==> config.mk <==
export PLATFORM = sky130hd
export DESIGN_NAME = dmd_decoder
export DESIGN_NICKNAME = d
export VERILOG_FILES = /design/src/rtl/dmd_pkg.sv /design/src/rtl/dmd_mem_if.sv /design/src/rtl/dmd_ram.sv /design/src/rtl/dmd_decoder.sv
export SDC_FILE = /design/constraint.sdc
export NUM_CORES = 2
export LEC_CHECK = 0
export BUFFER_PORTS_ARGS = -buffer_cell sky130_fd_sc_hd__buf_2
export CORE_AREA = 2 2 526 528
export DETAILED_ROUTE_END_ITERATION = 8
export DIE_AREA = 0 0 528 530
export PLACE_DENSITY_LB_ADDON = 0.3
export SLEW_MARGIN = 5
export SYNTH_ARGS = -nofsm -noshare
export SYNTH_HDL_FRONTEND = slang
export SYNTH_SLANG_ARGS = --single-unit
==> constraint.sdc <==
create_clock -name core_clk_i -period 20.1 [get_ports core_clk_i]
set_input_delay 3.015 -clock core_clk_i [delete_from_list [all_inputs] [get_ports core_clk_i]]
set_output_delay 3.015 -clock core_clk_i [all_outputs]
set_load 0.1 [all_outputs]
==> src/rtl/dmd_pkg.sv <==
package dmd_pkg;

  // memory geometry
  localparam int unsigned RAM_AW = 8;
  localparam int unsigned RAM_DEPTH = 256;
  localparam int unsigned XADDR_W = 16;

  // data memory map
  localparam logic [7:0] SP_RST = 8'h07;
  localparam logic [7:0] PSW_RST = 8'h00;
  localparam logic [7:0] BIT_BYTE_BASE = 8'h20;
  localparam int unsigned BANK_LSB = 3;
  localparam int unsigned BANK_MSB = 4;

  // program memory size codes and lock byte addresses
  localparam logic [1:0] SIZE_4K = 2'h0;
  localparam logic [1:0] SIZE_8K = 2'h1;
  localparam logic [1:0] SIZE_16K = 2'h2;
  localparam logic [15:0] LOCK_4K = 16'h0FFF;
  localparam logic [15:0] LOCK_8K = 16'h1FFF;
  localparam logic [15:0] LOCK_16K = 16'h3FFF;

  // register bus map
  localparam int unsigned AXI_AW = 8;
  localparam logic [7:0] ADDR_CTRL = 8'h00;
  localparam logic [7:0] ADDR_PSW = 8'h04;
  localparam logic [7:0] ADDR_SP = 8'h08;
  localparam logic [7:0] ADDR_STAT = 8'h0C;
  localparam int unsigned CTRL_FLASH_EN_BIT = 0;
  localparam int unsigned CTRL_RAM512_BIT = 1;
  localparam int unsigned CTRL_SIZE_LSB = 2;
  localparam logic [3:0] CTRL_RST = 4'hA;
  localparam logic [1:0] RESP_OKAY = 2'h0;
  localparam logic [1:0] RESP_DECERR = 2'h3;

  typedef enum logic [2:0] {DMD_OP_DATA, DMD_OP_PUSH, DMD_OP_POP, DMD_OP_CODE, DMD_OP_EXT} dmd_op_e;
  typedef enum logic [1:0] {DMD_MODE_DIRECT, DMD_MODE_INDIRECT, DMD_MODE_REGISTER} dmd_mode_e;
  typedef enum logic [2:0] {DMD_TGT_NONE, DMD_TGT_IRAM, DMD_TGT_SFR, DMD_TGT_ONCHIP_EXTERNAL_RAM, DMD_TGT_FLASH} dmd_tgt_e;
  typedef enum logic [2:0] {DMD_ST_IDLE, DMD_ST_PTR, DMD_ST_ACC, DMD_ST_WAIT, DMD_ST_RMW} dmd_state_e;

endpackage

==> src/rtl/dmd_mem_if.sv <==
`timescale 1ns/1ps
`default_nettype none
interface dmd_mem_if;
  logic en;
  logic we;
  logic [dmd_pkg::RAM_AW-1:0] addr;
  logic [7:0] wdata;
  logic [7:0] rdata;
  modport ctrl (output en, output we, output addr, output wdata, input rdata);
  modport ram (input en, input we, input addr, input wdata, output rdata);
endinterface
`default_nettype wire

==> src/rtl/dmd_ram.sv <==
`timescale 1ns/1ps
`default_nettype none
module dmd_ram (
  // clock and reset
  input wire logic clk_i,
  input wire logic rst_i,
  // array port
  dmd_mem_if.ram bus
);
  logic [7:0] mem [dmd_pkg::RAM_DEPTH];
  logic [7:0] rdata_ff;

  // array contents are not reset, only the read register is
  always_ff @(posedge clk_i) begin
    if (bus.en && bus.we) begin
      mem[bus.addr] <= bus.wdata;
    end
  end

  always_ff @(posedge clk_i or posedge rst_i) begin
    if (rst_i) begin
      rdata_ff <= 8'h00;
    end else if (bus.en && !bus.we) begin
      rdata_ff <= mem[bus.addr];
    end
  end

  assign bus.rdata = rdata_ff;
endmodule
`default_nettype wire

==> src/rtl/dmd_decoder.sv <==
// The AXI4-Lite slave port and the placing of the registers were decided locally.
`timescale 1ns/1ps
`default_nettype none
module dmd_decoder (
  // clock and reset
  input wire logic core_clk_i,
  input wire logic rst_i,
  // core request
  input wire logic core_req_i,
  input wire dmd_pkg::dmd_op_e core_op_i,
  input wire dmd_pkg::dmd_mode_e core_mode_i,
  input wire logic core_bit_i,
  input wire logic core_we_i,
  input wire logic [7:0] core_addr_i,
  input wire logic [dmd_pkg::XADDR_W-1:0] core_xaddr_i,
  input wire logic [7:0] core_wdata_i,
  output logic core_ready_o,
  output logic core_done_o,
  output logic [7:0] core_rdata_o,
  // special function space
  output logic sfr_en_o,
  output logic sfr_we_o,
  output logic [7:0] sfr_addr_o,
  output logic [7:0] sfr_wdata_o,
  input wire logic [7:0] sfr_rdata_i,
  // program flash
  output logic flash_en_o,
  output logic flash_we_o,
  output logic [dmd_pkg::XADDR_W-1:0] flash_addr_o,
  output logic [7:0] flash_wdata_o,
  input wire logic [7:0] flash_rdata_i,
  output logic [dmd_pkg::XADDR_W-1:0] lock_addr_o,
  output logic lock_hit_o,
  // register bus
  input wire logic axi_awvalid_i,
  output logic axi_awready_o,
  input wire logic [dmd_pkg::AXI_AW-1:0] axi_awaddr_i,
  input wire logic axi_wvalid_i,
  output logic axi_wready_o,
  input wire logic [31:0] axi_wdata_i,
  input wire logic [3:0] axi_wstrb_i,
  output logic axi_bvalid_o,
  input wire logic axi_bready_i,
  output logic [1:0] axi_bresp_o,
  input wire logic axi_arvalid_i,
  output logic axi_arready_o,
  input wire logic [dmd_pkg::AXI_AW-1:0] axi_araddr_i,
  output logic axi_rvalid_o,
  input wire logic axi_rready_i,
  output logic [31:0] axi_rdata_o,
  output logic [1:0] axi_rresp_o
);

  ////////////////////////////////////////////////////////////////////////////////
  dmd_pkg::dmd_state_e state_ff, nxt_state;
  dmd_pkg::dmd_op_e op_ff;
  dmd_pkg::dmd_mode_e mode_ff;
  dmd_pkg::dmd_tgt_e tgt_ff, tgt_sel;
  logic bit_ff, we_ff;
  logic [7:0] addr_ff, wdata_ff, tgt_addr_ff, rbyte_ff, sp_ff, psw_ff, rdata_ff;
  logic [dmd_pkg::XADDR_W-1:0] xaddr_ff, lock_addr_ff, flash_addr_ff;
  logic [3:0] ctrl_ff;
  logic done_ff, sfr_en_ff, sfr_we_ff, flash_en_ff, flash_we_ff, lock_hit_ff;
  logic [7:0] sfr_addr_ff, sfr_wdata_ff, flash_wdata_ff;

  dmd_mem_if iram_bus ();
  dmd_mem_if onchip_external_ram_bus ();

  // one array holds lower and upper ram; the special function space lives outside
  dmd_ram u_iram (
    .clk_i(core_clk_i),
    .rst_i(rst_i),
    .bus(iram_bus)
  );

  dmd_ram u_onchip_external_ram (
    .clk_i(core_clk_i),
    .rst_i(rst_i),
    .bus(onchip_external_ram_bus)
  );

  ////////////////////////////////////////////////////////////////////////////////
  // decode
  logic st_idle, st_ptr, st_acc, st_wait, st_rmw;
  logic op_data, op_push, op_pop, op_code, op_ext;
  logic md_direct, md_indirect, md_register;
  logic flash_cfg, ram512_cfg, acc_we, rmw_needed, take_req;
  logic [1:0] bank_sel, size_cfg;
  logic [7:0] ptr_addr, reg_addr, bit_byte_addr, mode_addr, data_addr, acc_addr;
  logic [7:0] cap_byte, merged;
  logic [dmd_pkg::XADDR_W-1:0] lock_sel;
  logic cap_bit;

  assign st_idle = state_ff == dmd_pkg::DMD_ST_IDLE;
  assign st_ptr = state_ff == dmd_pkg::DMD_ST_PTR;
  assign st_acc = state_ff == dmd_pkg::DMD_ST_ACC;
  assign st_wait = state_ff == dmd_pkg::DMD_ST_WAIT;
  assign st_rmw = state_ff == dmd_pkg::DMD_ST_RMW;
  assign op_data = op_ff == dmd_pkg::DMD_OP_DATA;
  assign op_push = op_ff == dmd_pkg::DMD_OP_PUSH;
  assign op_pop = op_ff == dmd_pkg::DMD_OP_POP;
  assign op_code = op_ff == dmd_pkg::DMD_OP_CODE;
  assign op_ext = op_ff == dmd_pkg::DMD_OP_EXT;
  assign md_indirect = mode_ff == dmd_pkg::DMD_MODE_INDIRECT;
  assign md_register = mode_ff == dmd_pkg::DMD_MODE_REGISTER;
  // the unused mode code behaves as direct
  assign md_direct = !md_indirect && !md_register;

  assign flash_cfg = ctrl_ff[dmd_pkg::CTRL_FLASH_EN_BIT];
  assign ram512_cfg = ctrl_ff[dmd_pkg::CTRL_RAM512_BIT];
  assign size_cfg = ctrl_ff[dmd_pkg::CTRL_SIZE_LSB +: 2];
  assign bank_sel = psw_ff[dmd_pkg::BANK_MSB:dmd_pkg::BANK_LSB];

  // pointer is register zero or one of the active bank
  assign ptr_addr = {3'b000, bank_sel, 2'b00, addr_ff[0]};
  assign reg_addr = {3'b000, bank_sel, addr_ff[2:0]};
  // bits 0x00-0x7F sit in bytes 0x20-0x2F, bits above map onto aligned sfr bytes
  assign bit_byte_addr = addr_ff[7] ? {addr_ff[7:3], 3'b000}
                                    : dmd_pkg::BIT_BYTE_BASE + {4'h0, addr_ff[6:3]};
  // during the access the ram read register still holds the fetched pointer
  assign mode_addr = md_indirect ? iram_bus.rdata : (md_register ? reg_addr : addr_ff);
  assign data_addr = (bit_ff && md_direct) ? bit_byte_addr : mode_addr;
  assign acc_addr = op_push ? sp_ff + 8'h01 : (op_pop ? sp_ff : (op_ext ? xaddr_ff[7:0] : data_addr));
  assign acc_we = op_push || (we_ff && !bit_ff && (op_data || op_ext));
  assign rmw_needed = we_ff && bit_ff && op_data;
  assign take_req = st_idle && core_req_i;

  always_comb begin
    tgt_sel = dmd_pkg::DMD_TGT_NONE;
    unique case (op_ff)
      dmd_pkg::DMD_OP_DATA: begin
        // above 0x7F only direct mode reaches the special function space
        tgt_sel = (md_direct && data_addr[7]) ? dmd_pkg::DMD_TGT_SFR : dmd_pkg::DMD_TGT_IRAM;
      end
      dmd_pkg::DMD_OP_PUSH, dmd_pkg::DMD_OP_POP: begin
        tgt_sel = dmd_pkg::DMD_TGT_IRAM;
      end
      dmd_pkg::DMD_OP_CODE: begin
        tgt_sel = dmd_pkg::DMD_TGT_FLASH;
      end
      dmd_pkg::DMD_OP_EXT: begin
        if (we_ff && flash_cfg) begin
          tgt_sel = dmd_pkg::DMD_TGT_FLASH;
        end else if (ram512_cfg) begin
          tgt_sel = dmd_pkg::DMD_TGT_ONCHIP_EXTERNAL_RAM;
        end else begin
          tgt_sel = dmd_pkg::DMD_TGT_NONE;
        end
      end
      default: begin
        tgt_sel = dmd_pkg::DMD_TGT_NONE;
      end
    endcase
  end

  assign cap_byte = (tgt_ff == dmd_pkg::DMD_TGT_IRAM) ? iram_bus.rdata :
                    (tgt_ff == dmd_pkg::DMD_TGT_ONCHIP_EXTERNAL_RAM) ? onchip_external_ram_bus.rdata :
                    (tgt_ff == dmd_pkg::DMD_TGT_SFR) ? sfr_rdata_i :
                    (tgt_ff == dmd_pkg::DMD_TGT_FLASH) ? flash_rdata_i : 8'h00;
  assign cap_bit = cap_byte[addr_ff[2:0]];

  // bit write: replace one bit of the byte read back in the wait state
  for (genvar i = 0; i < 8; i++) begin : g_merge
    assign merged[i] = (addr_ff[2:0] == 3'(i)) ? wdata_ff[0] : rbyte_ff[i];
  end

  assign lock_sel = (size_cfg == dmd_pkg::SIZE_4K) ? dmd_pkg::LOCK_4K :
                    (size_cfg == dmd_pkg::SIZE_8K) ? dmd_pkg::LOCK_8K : dmd_pkg::LOCK_16K;

  ////////////////////////////////////////////////////////////////////////////////
  // ram ports
  assign iram_bus.en = st_ptr || (st_acc && tgt_sel == dmd_pkg::DMD_TGT_IRAM) ||
                       (st_rmw && tgt_ff == dmd_pkg::DMD_TGT_IRAM);
  assign iram_bus.we = (st_acc && tgt_sel == dmd_pkg::DMD_TGT_IRAM && acc_we) ||
                       (st_rmw && tgt_ff == dmd_pkg::DMD_TGT_IRAM);
  assign iram_bus.addr = st_ptr ? ptr_addr : (st_rmw ? tgt_addr_ff : acc_addr);
  assign iram_bus.wdata = st_rmw ? merged : wdata_ff;
  assign onchip_external_ram_bus.en = st_acc && tgt_sel == dmd_pkg::DMD_TGT_ONCHIP_EXTERNAL_RAM;
  assign onchip_external_ram_bus.we = st_acc && tgt_sel == dmd_pkg::DMD_TGT_ONCHIP_EXTERNAL_RAM && acc_we;
  assign onchip_external_ram_bus.addr = xaddr_ff[7:0];
  assign onchip_external_ram_bus.wdata = wdata_ff;

  ////////////////////////////////////////////////////////////////////////////////
  // sequencer
  always_comb begin
    nxt_state = state_ff;
    unique case (state_ff)
      dmd_pkg::DMD_ST_IDLE: begin
        if (core_req_i) begin
          if (core_op_i == dmd_pkg::DMD_OP_DATA && core_mode_i == dmd_pkg::DMD_MODE_INDIRECT) begin
            nxt_state = dmd_pkg::DMD_ST_PTR;
          end else begin
            nxt_state = dmd_pkg::DMD_ST_ACC;
          end
        end
      end
      dmd_pkg::DMD_ST_PTR: begin
        nxt_state = dmd_pkg::DMD_ST_ACC;
      end
      dmd_pkg::DMD_ST_ACC: begin
        nxt_state = dmd_pkg::DMD_ST_WAIT;
      end
      dmd_pkg::DMD_ST_WAIT: begin
        nxt_state = rmw_needed ? dmd_pkg::DMD_ST_RMW : dmd_pkg::DMD_ST_IDLE;
      end
      dmd_pkg::DMD_ST_RMW: begin
        nxt_state = dmd_pkg::DMD_ST_IDLE;
      end
      default: begin
        nxt_state = dmd_pkg::DMD_ST_IDLE;
      end
    endcase
  end

  always_ff @(posedge core_clk_i or posedge rst_i) begin
    if (rst_i) begin
      state_ff <= dmd_pkg::DMD_ST_IDLE;
      op_ff <= dmd_pkg::DMD_OP_DATA;
      mode_ff <= dmd_pkg::DMD_MODE_DIRECT;
      bit_ff <= 1'b0;
      we_ff <= 1'b0;
      addr_ff <= 8'h00;
      xaddr_ff <= 16'h0000;
      wdata_ff <= 8'h00;
    end else begin
      state_ff <= nxt_state;
      if (take_req) begin
        op_ff <= core_op_i;
        mode_ff <= core_mode_i;
        bit_ff <= core_bit_i;
        we_ff <= core_we_i;
        addr_ff <= core_addr_i;
        xaddr_ff <= core_xaddr_i;
        wdata_ff <= core_wdata_i;
      end
    end
  end

  always_ff @(posedge core_clk_i or posedge rst_i) begin
    if (rst_i) begin
      tgt_ff <= dmd_pkg::DMD_TGT_NONE;
      tgt_addr_ff <= 8'h00;
      rbyte_ff <= 8'h00;
      rdata_ff <= 8'h00;
      done_ff <= 1'b0;
    end else begin
      done_ff <= (st_wait && !rmw_needed) || st_rmw;
      if (st_acc) begin
        tgt_ff <= tgt_sel;
        tgt_addr_ff <= acc_addr;
      end
      if (st_wait) begin
        rbyte_ff <= cap_byte;
        rdata_ff <= bit_ff ? {7'h00, cap_bit} : cap_byte;
      end
    end
  end

  ////////////////////////////////////////////////////////////////////////////////
  // outside strobes, registered so that they show one cycle after the access state or the read-modify-write state
  always_ff @(posedge core_clk_i or posedge rst_i) begin
    if (rst_i) begin
      sfr_en_ff <= 1'b0;
      sfr_we_ff <= 1'b0;
      sfr_addr_ff <= 8'h00;
      sfr_wdata_ff <= 8'h00;
      flash_en_ff <= 1'b0;
      flash_we_ff <= 1'b0;
      flash_addr_ff <= 16'h0000;
      flash_wdata_ff <= 8'h00;
      lock_hit_ff <= 1'b0;
      lock_addr_ff <= dmd_pkg::LOCK_16K;
    end else begin
      sfr_en_ff <= (st_acc && tgt_sel == dmd_pkg::DMD_TGT_SFR) || (st_rmw && tgt_ff == dmd_pkg::DMD_TGT_SFR);
      sfr_we_ff <= (st_acc && tgt_sel == dmd_pkg::DMD_TGT_SFR && acc_we) || (st_rmw && tgt_ff == dmd_pkg::DMD_TGT_SFR);
      if (st_acc && tgt_sel == dmd_pkg::DMD_TGT_SFR) begin
        sfr_addr_ff <= acc_addr;
        sfr_wdata_ff <= wdata_ff;
      end else if (st_rmw && tgt_ff == dmd_pkg::DMD_TGT_SFR) begin
        sfr_wdata_ff <= merged;
      end
      flash_en_ff <= st_acc && tgt_sel == dmd_pkg::DMD_TGT_FLASH;
      flash_we_ff <= st_acc && tgt_sel == dmd_pkg::DMD_TGT_FLASH && op_ext;
      lock_hit_ff <= st_acc && tgt_sel == dmd_pkg::DMD_TGT_FLASH && xaddr_ff == lock_addr_ff;
      if (st_acc && tgt_sel == dmd_pkg::DMD_TGT_FLASH) begin
        flash_addr_ff <= xaddr_ff;
        flash_wdata_ff <= wdata_ff;
      end
      lock_addr_ff <= lock_sel;
    end
  end

  ////////////////////////////////////////////////////////////////////////////////
  // register bus slave
  logic aw_held_ff, w_held_ff, bvalid_ff, rvalid_ff;
  logic [dmd_pkg::AXI_AW-1:0] aw_addr_ff;
  logic [31:0] w_data_ff, axi_rdata_ff, rd_word, stat_word;
  logic [3:0] w_strb_ff;
  logic [1:0] bresp_ff, rresp_ff;
  logic wr_commit, wr_lane0, wr_mapped, rd_mapped, wr_ctrl, wr_psw, wr_sp;

  assign axi_awready_o = !aw_held_ff && !bvalid_ff;
  assign axi_wready_o = !w_held_ff && !bvalid_ff;
  assign axi_arready_o = !rvalid_ff;
  assign wr_commit = aw_held_ff && w_held_ff;
  assign wr_lane0 = wr_commit && w_strb_ff[0];
  assign wr_ctrl = wr_lane0 && aw_addr_ff == dmd_pkg::ADDR_CTRL;
  assign wr_psw = wr_lane0 && aw_addr_ff == dmd_pkg::ADDR_PSW;
  assign wr_sp = wr_lane0 && aw_addr_ff == dmd_pkg::ADDR_SP;
  assign wr_mapped = aw_addr_ff == dmd_pkg::ADDR_CTRL || aw_addr_ff == dmd_pkg::ADDR_PSW ||
                     aw_addr_ff == dmd_pkg::ADDR_SP || aw_addr_ff == dmd_pkg::ADDR_STAT;
  assign rd_mapped = axi_araddr_i == dmd_pkg::ADDR_CTRL || axi_araddr_i == dmd_pkg::ADDR_PSW ||
                     axi_araddr_i == dmd_pkg::ADDR_SP || axi_araddr_i == dmd_pkg::ADDR_STAT;
  assign stat_word = {13'h0000, bank_sel, !st_idle, lock_addr_ff};
  assign rd_word = (axi_araddr_i == dmd_pkg::ADDR_CTRL) ? {28'h0000000, ctrl_ff} :
                   (axi_araddr_i == dmd_pkg::ADDR_PSW) ? {24'h000000, psw_ff} :
                   (axi_araddr_i == dmd_pkg::ADDR_SP) ? {24'h000000, sp_ff} :
                   (axi_araddr_i == dmd_pkg::ADDR_STAT) ? stat_word : 32'h00000000;

  always_ff @(posedge core_clk_i or posedge rst_i) begin
    if (rst_i) begin
      aw_held_ff <= 1'b0;
      aw_addr_ff <= 8'h00;
      w_held_ff <= 1'b0;
      w_data_ff <= 32'h00000000;
      w_strb_ff <= 4'h0;
      bvalid_ff <= 1'b0;
      bresp_ff <= dmd_pkg::RESP_OKAY;
    end else begin
      if (axi_awvalid_i && axi_awready_o) begin
        aw_held_ff <= 1'b1;
        aw_addr_ff <= axi_awaddr_i;
      end else if (wr_commit) begin
        aw_held_ff <= 1'b0;
      end
      if (axi_wvalid_i && axi_wready_o) begin
        w_held_ff <= 1'b1;
        w_data_ff <= axi_wdata_i;
        w_strb_ff <= axi_wstrb_i;
      end else if (wr_commit) begin
        w_held_ff <= 1'b0;
      end
      if (wr_commit) begin
        bvalid_ff <= 1'b1;
        bresp_ff <= wr_mapped ? dmd_pkg::RESP_OKAY : dmd_pkg::RESP_DECERR;
      end else if (axi_bready_i) begin
        bvalid_ff <= 1'b0;
      end
    end
  end

  always_ff @(posedge core_clk_i or posedge rst_i) begin
    if (rst_i) begin
      rvalid_ff <= 1'b0;
      axi_rdata_ff <= 32'h00000000;
      rresp_ff <= dmd_pkg::RESP_OKAY;
    end else if (axi_arvalid_i && axi_arready_o) begin
      rvalid_ff <= 1'b1;
      axi_rdata_ff <= rd_word;
      rresp_ff <= rd_mapped ? dmd_pkg::RESP_OKAY : dmd_pkg::RESP_DECERR;
    end else if (axi_rready_i) begin
      rvalid_ff <= 1'b0;
    end
  end

  // a push or pop in the same cycle as a software write to the pointer wins
  always_ff @(posedge core_clk_i or posedge rst_i) begin
    if (rst_i) begin
      sp_ff <= dmd_pkg::SP_RST;
      psw_ff <= dmd_pkg::PSW_RST;
      ctrl_ff <= dmd_pkg::CTRL_RST;
    end else begin
      if (st_acc && op_push) begin
        sp_ff <= sp_ff + 8'h01;
      end else if (st_acc && op_pop) begin
        sp_ff <= sp_ff - 8'h01;
      end else if (wr_sp) begin
        sp_ff <= w_data_ff[7:0];
      end
      if (wr_psw) begin
        psw_ff <= w_data_ff[7:0];
      end
      if (wr_ctrl) begin
        ctrl_ff <= w_data_ff[3:0];
      end
    end
  end

  ////////////////////////////////////////////////////////////////////////////////
  assign core_ready_o = st_idle;
  assign core_done_o = done_ff;
  assign core_rdata_o = rdata_ff;
  assign sfr_en_o = sfr_en_ff;
  assign sfr_we_o = sfr_we_ff;
  assign sfr_addr_o = sfr_addr_ff;
  assign sfr_wdata_o = sfr_wdata_ff;
  assign flash_en_o = flash_en_ff;
  assign flash_we_o = flash_we_ff;
  assign flash_addr_o = flash_addr_ff;
  assign flash_wdata_o = flash_wdata_ff;
  assign lock_addr_o = lock_addr_ff;
  assign lock_hit_o = lock_hit_ff;
  assign axi_bvalid_o = bvalid_ff;
  assign axi_bresp_o = bresp_ff;
  assign axi_rvalid_o = rvalid_ff;
  assign axi_rdata_o = axi_rdata_ff;
  assign axi_rresp_o = rresp_ff;
endmodule
`default_nettype wire

==> impl_results.md <==
* Number of design rule violations left after detail routing at 77
* Clock tree from TritonCTS: yes
* Gate Count Post-Synth at 8,754
* Final worst-path cycle share at 36.3%
* Standard cell with the maximum stage delay on the critical path: nor4_1
* Critical path's most frequent cell: buf_4
* Fin Clk Skew at 0.0891 ns
* Number of flops mapped to enable cells by yosys at 4,096
* Core Box Area at 275,000 um2
* Vias in the first global route at 86,000
* Status: complete, but fails checks
* Routed wl met2 at 191,000 um
* Final-report hold violation count at 0
* Final wirelength at 408,000 um
* Worst setup SP type: register
* R2R Setup Slk at 12.81 ns
* Sequential cell area in the final layout at 128,000 um2
* Remaining global-route overflow at 0
* Crit Path Class: reg -> reg
* Hold buffers post-CTS at 0
* Post-CTS setup buffer count at 0
* Average via count per standard cell at 6.90
* Combined global-route utilization of all metal layers at 28.8%
* Netlist cell types at 80
* First-pass DRT Iterations at 9
* Clock latency at the later pin of the worst-skew pair at 0.95 ns
* Highest cell delay on the worst timing path at 1.11 ns
* Last weighted congestion value of the routability-driven placer at 0.902
* Critical path cell sequence: nor3b_2, nor3_1, a211oi_1, a211oi_4, buf_4, buf_12, buf_4, buf_4, a222oi_1, a21oi_1, nor4_1, o22ai_1, nor4_1, a31oi_1
* Critical path capture point type: register
* Proportion of synthesized flip-flops having asynchronous set or reset at 4.43%
* YS warnings at 0
* Post-CTS sizing at 0
* Setup violations, final at 0
* Number of rows in the core area at 193
* Setup repair after global routing missed its margin: false
* CTS Sinks at 4,286
* Inserted Clock Buffers at 408
* Horizontal extent of the die at 528 um
* Synth top area cells: edfxtp_1 (75%), mux4_2 (9.0%), a222oi_1 (3.1%)
* Area of the die at 280,000 um2
* # nets final at 9,014
* Netlist area before placement at 164,000 um2
* Routed wl met3 at 51,700 um
* Initial Util at 59.6%
* Area growth from synthesis to layout at 10.7%
* Number of antenna-violating nets in the routed design at 0
* Required @ worst endpoint at 20.85 ns
* Arrival time at the worst endpoint at 8.04 ns
* Number of maximum-capacitance violations at 1
* Metal-1 WL at 151,000 um
* Slew at the pin with the worst max-slew slack at 1.56 ns
* Count of pins on the block boundary at 227
* Type of the tightest min-delay check: reg -> reg
* Worst reg2reg path depth at 14
* Fmax at 137 MHz
* Most frequent standard cell in the layout excluding fill and tap cells: edfxtp_1
* Initial antenna violation count at 24
* Iteration-0 DRC count of the detailed router at 15,200
* Max FO, Critical Path at 140
* Top layer used by detailed routing: met5
* Area share of the leading cell type in the synthesized netlist at 75.1%
* Post-detail-place hpwl at 231,000 um
* Maximum number of pins on one net before global-route repair at 240
* Proportion of layout cells with a drive suffix above 1 at 18.4%
* Average size of a mapped cell at 18.7 um2
* Cell type with the largest total area after synthesis: edfxtp_1
* Clock-pin transition on the worst setup and hold timing paths at 0.07 ns
* Number of slew-limit violations in the final report at 2
* Failing checks: design-rule violations, max-capacitance violations, max-slew violations
* Global-route wire length before repair at 589,000 um
* Share of synthesized area occupied by flip-flops and latches at 78.0%
* Max transition margin at -5.07%
* Maximum clock insertion buffer count at 4
* Final critical delay including setup and external delays at 7.29 ns
* Synthesized flop and latch total at 4,286
* Count of fill cells added during filler insertion at 17,300
* Most used DFF post-synth: edfxtp_1
* Area taken by multi-input logic gates at 33,500 um2
* Sum of negative setup slack at 0 ns
* Clk Tree Root Cell: clkbuf_16
* Y dimension of the die at 530 um
* Via count at 88,500
* Worst hold path stage count at 0
* H-tree depth reported by CTS at 5
* Buffers on Ports at 170
* Per-cell routed wire length at 31.8 um
* Commonest cells after routing, fill and taps aside: edfxtp_1 (4,096), nand2_1 (749), mux4_2 (656)
[metrics by stage]
stage / area, um2 / worst slack [ns] / utilization, % / hold slack [ns] / instances
after global placement: 168000 / 13.32 / 61.2 / 0.373 / 12100
after detailed placement: 168000 / 13.30 / 61.2 / 0.381 / 12100
after global routing: 181000 / 12.76 / 65.9 / 0.391 / 12800
after CTS: 181000 / 13.25 / 65.9 / 0.390 / 12800
final: 181000 / 12.81 / 65.9 / 0.389 / 12800
after floorplan: 164000 / 4.28 / - / 0.438 / 8781
[cells by family after synthesis]
| family | count (synthesis) | synth area share (%) |
|---|---|---|
| flops | 4286 | 78.0 |
| simple gates | 1659 | 4.27 |
| compound gates | 1385 | 6.14 |
| mux | 766 | 9.76 |
| buf+inv | 645 | 1.71 |
| xor+xnor | 6 | 0.0321 |
| fa+ha+maj | 5 | 0.0382 |
| other cells | 2 | 0.00459 |
[state kept, by name, indices dropped and copies added (netlist names), 14 cells and up]
register                   flops
xaddr_ff                      16
axi_rdata_o                   14
u_iram.mem                  2048
u_onchip_external_ram.mem   2048
flash_addr_o                  16
[cells in the mapped netlist, drive strengths merged (10+ instances only)]
cell type	instances
nor3b	14
clkbuf	391
nor2	614
nand2b	12
and3	10
mux4	656
mux2	79
o21ai	110
mux2i	31
buf	236
a31oi	13
nor4	131
nand3	33
edfxtp	4096
a21boi	27
inv	18
a222oi	513
nor2b	18
a21oi	535
o22ai	71
dfrtp	183
nor3	18
a211oi	13
a22oi	20
nand2	755
[final cells by class]
cell class                      count  share of cell area, %
Sequential cell                  4286                   70.5
Multi-Input combinational cell   3850                   18.5
Clock buffer                      516                   6.02
Tap cell                         3607                   2.49
Timing Repair Buffer              330                   1.30
Clock inverter                    223                   1.14
Inverter                           18                 0.0414
Antenna cell                        9                 0.0124
[worst paths after layout]
check | startpoint | end
setup / recovery | op_ff[0] | u_iram.bus.rdata[0]
hold / removal | ctrl_ff[3] | lock_addr_o[13]
setup reg to reg | op_ff[0] | u_iram.bus.rdata[0]
hold reg to reg | ctrl_ff[3] | lock_addr_o[13]
max in group asynchronous | rst_i | u_onchip_external_ram.bus.rdata[6]
min in group asynchronous | rst_i | xaddr_ff[5]
[per-layer routing]
metal / global-route usage, % / up-vias
met5: 0 / -
met4: 9.23 / 18
met3: 6.90 / 806
met2: 44.1 / 6219
met1: 41.4 / 45300
li1: - / 36200
[worst max-delay path: cells and delay by family, from the launching register on]
kind            cells  cell delay [ns]
simple gates        4             2.96
compound gates      6             1.71
flops               1             0.71
buf+inv             4             1.59
Power is not shown: default switching activity piles up to over one toggle a cycle in this logic, so the estimate is an artifact.
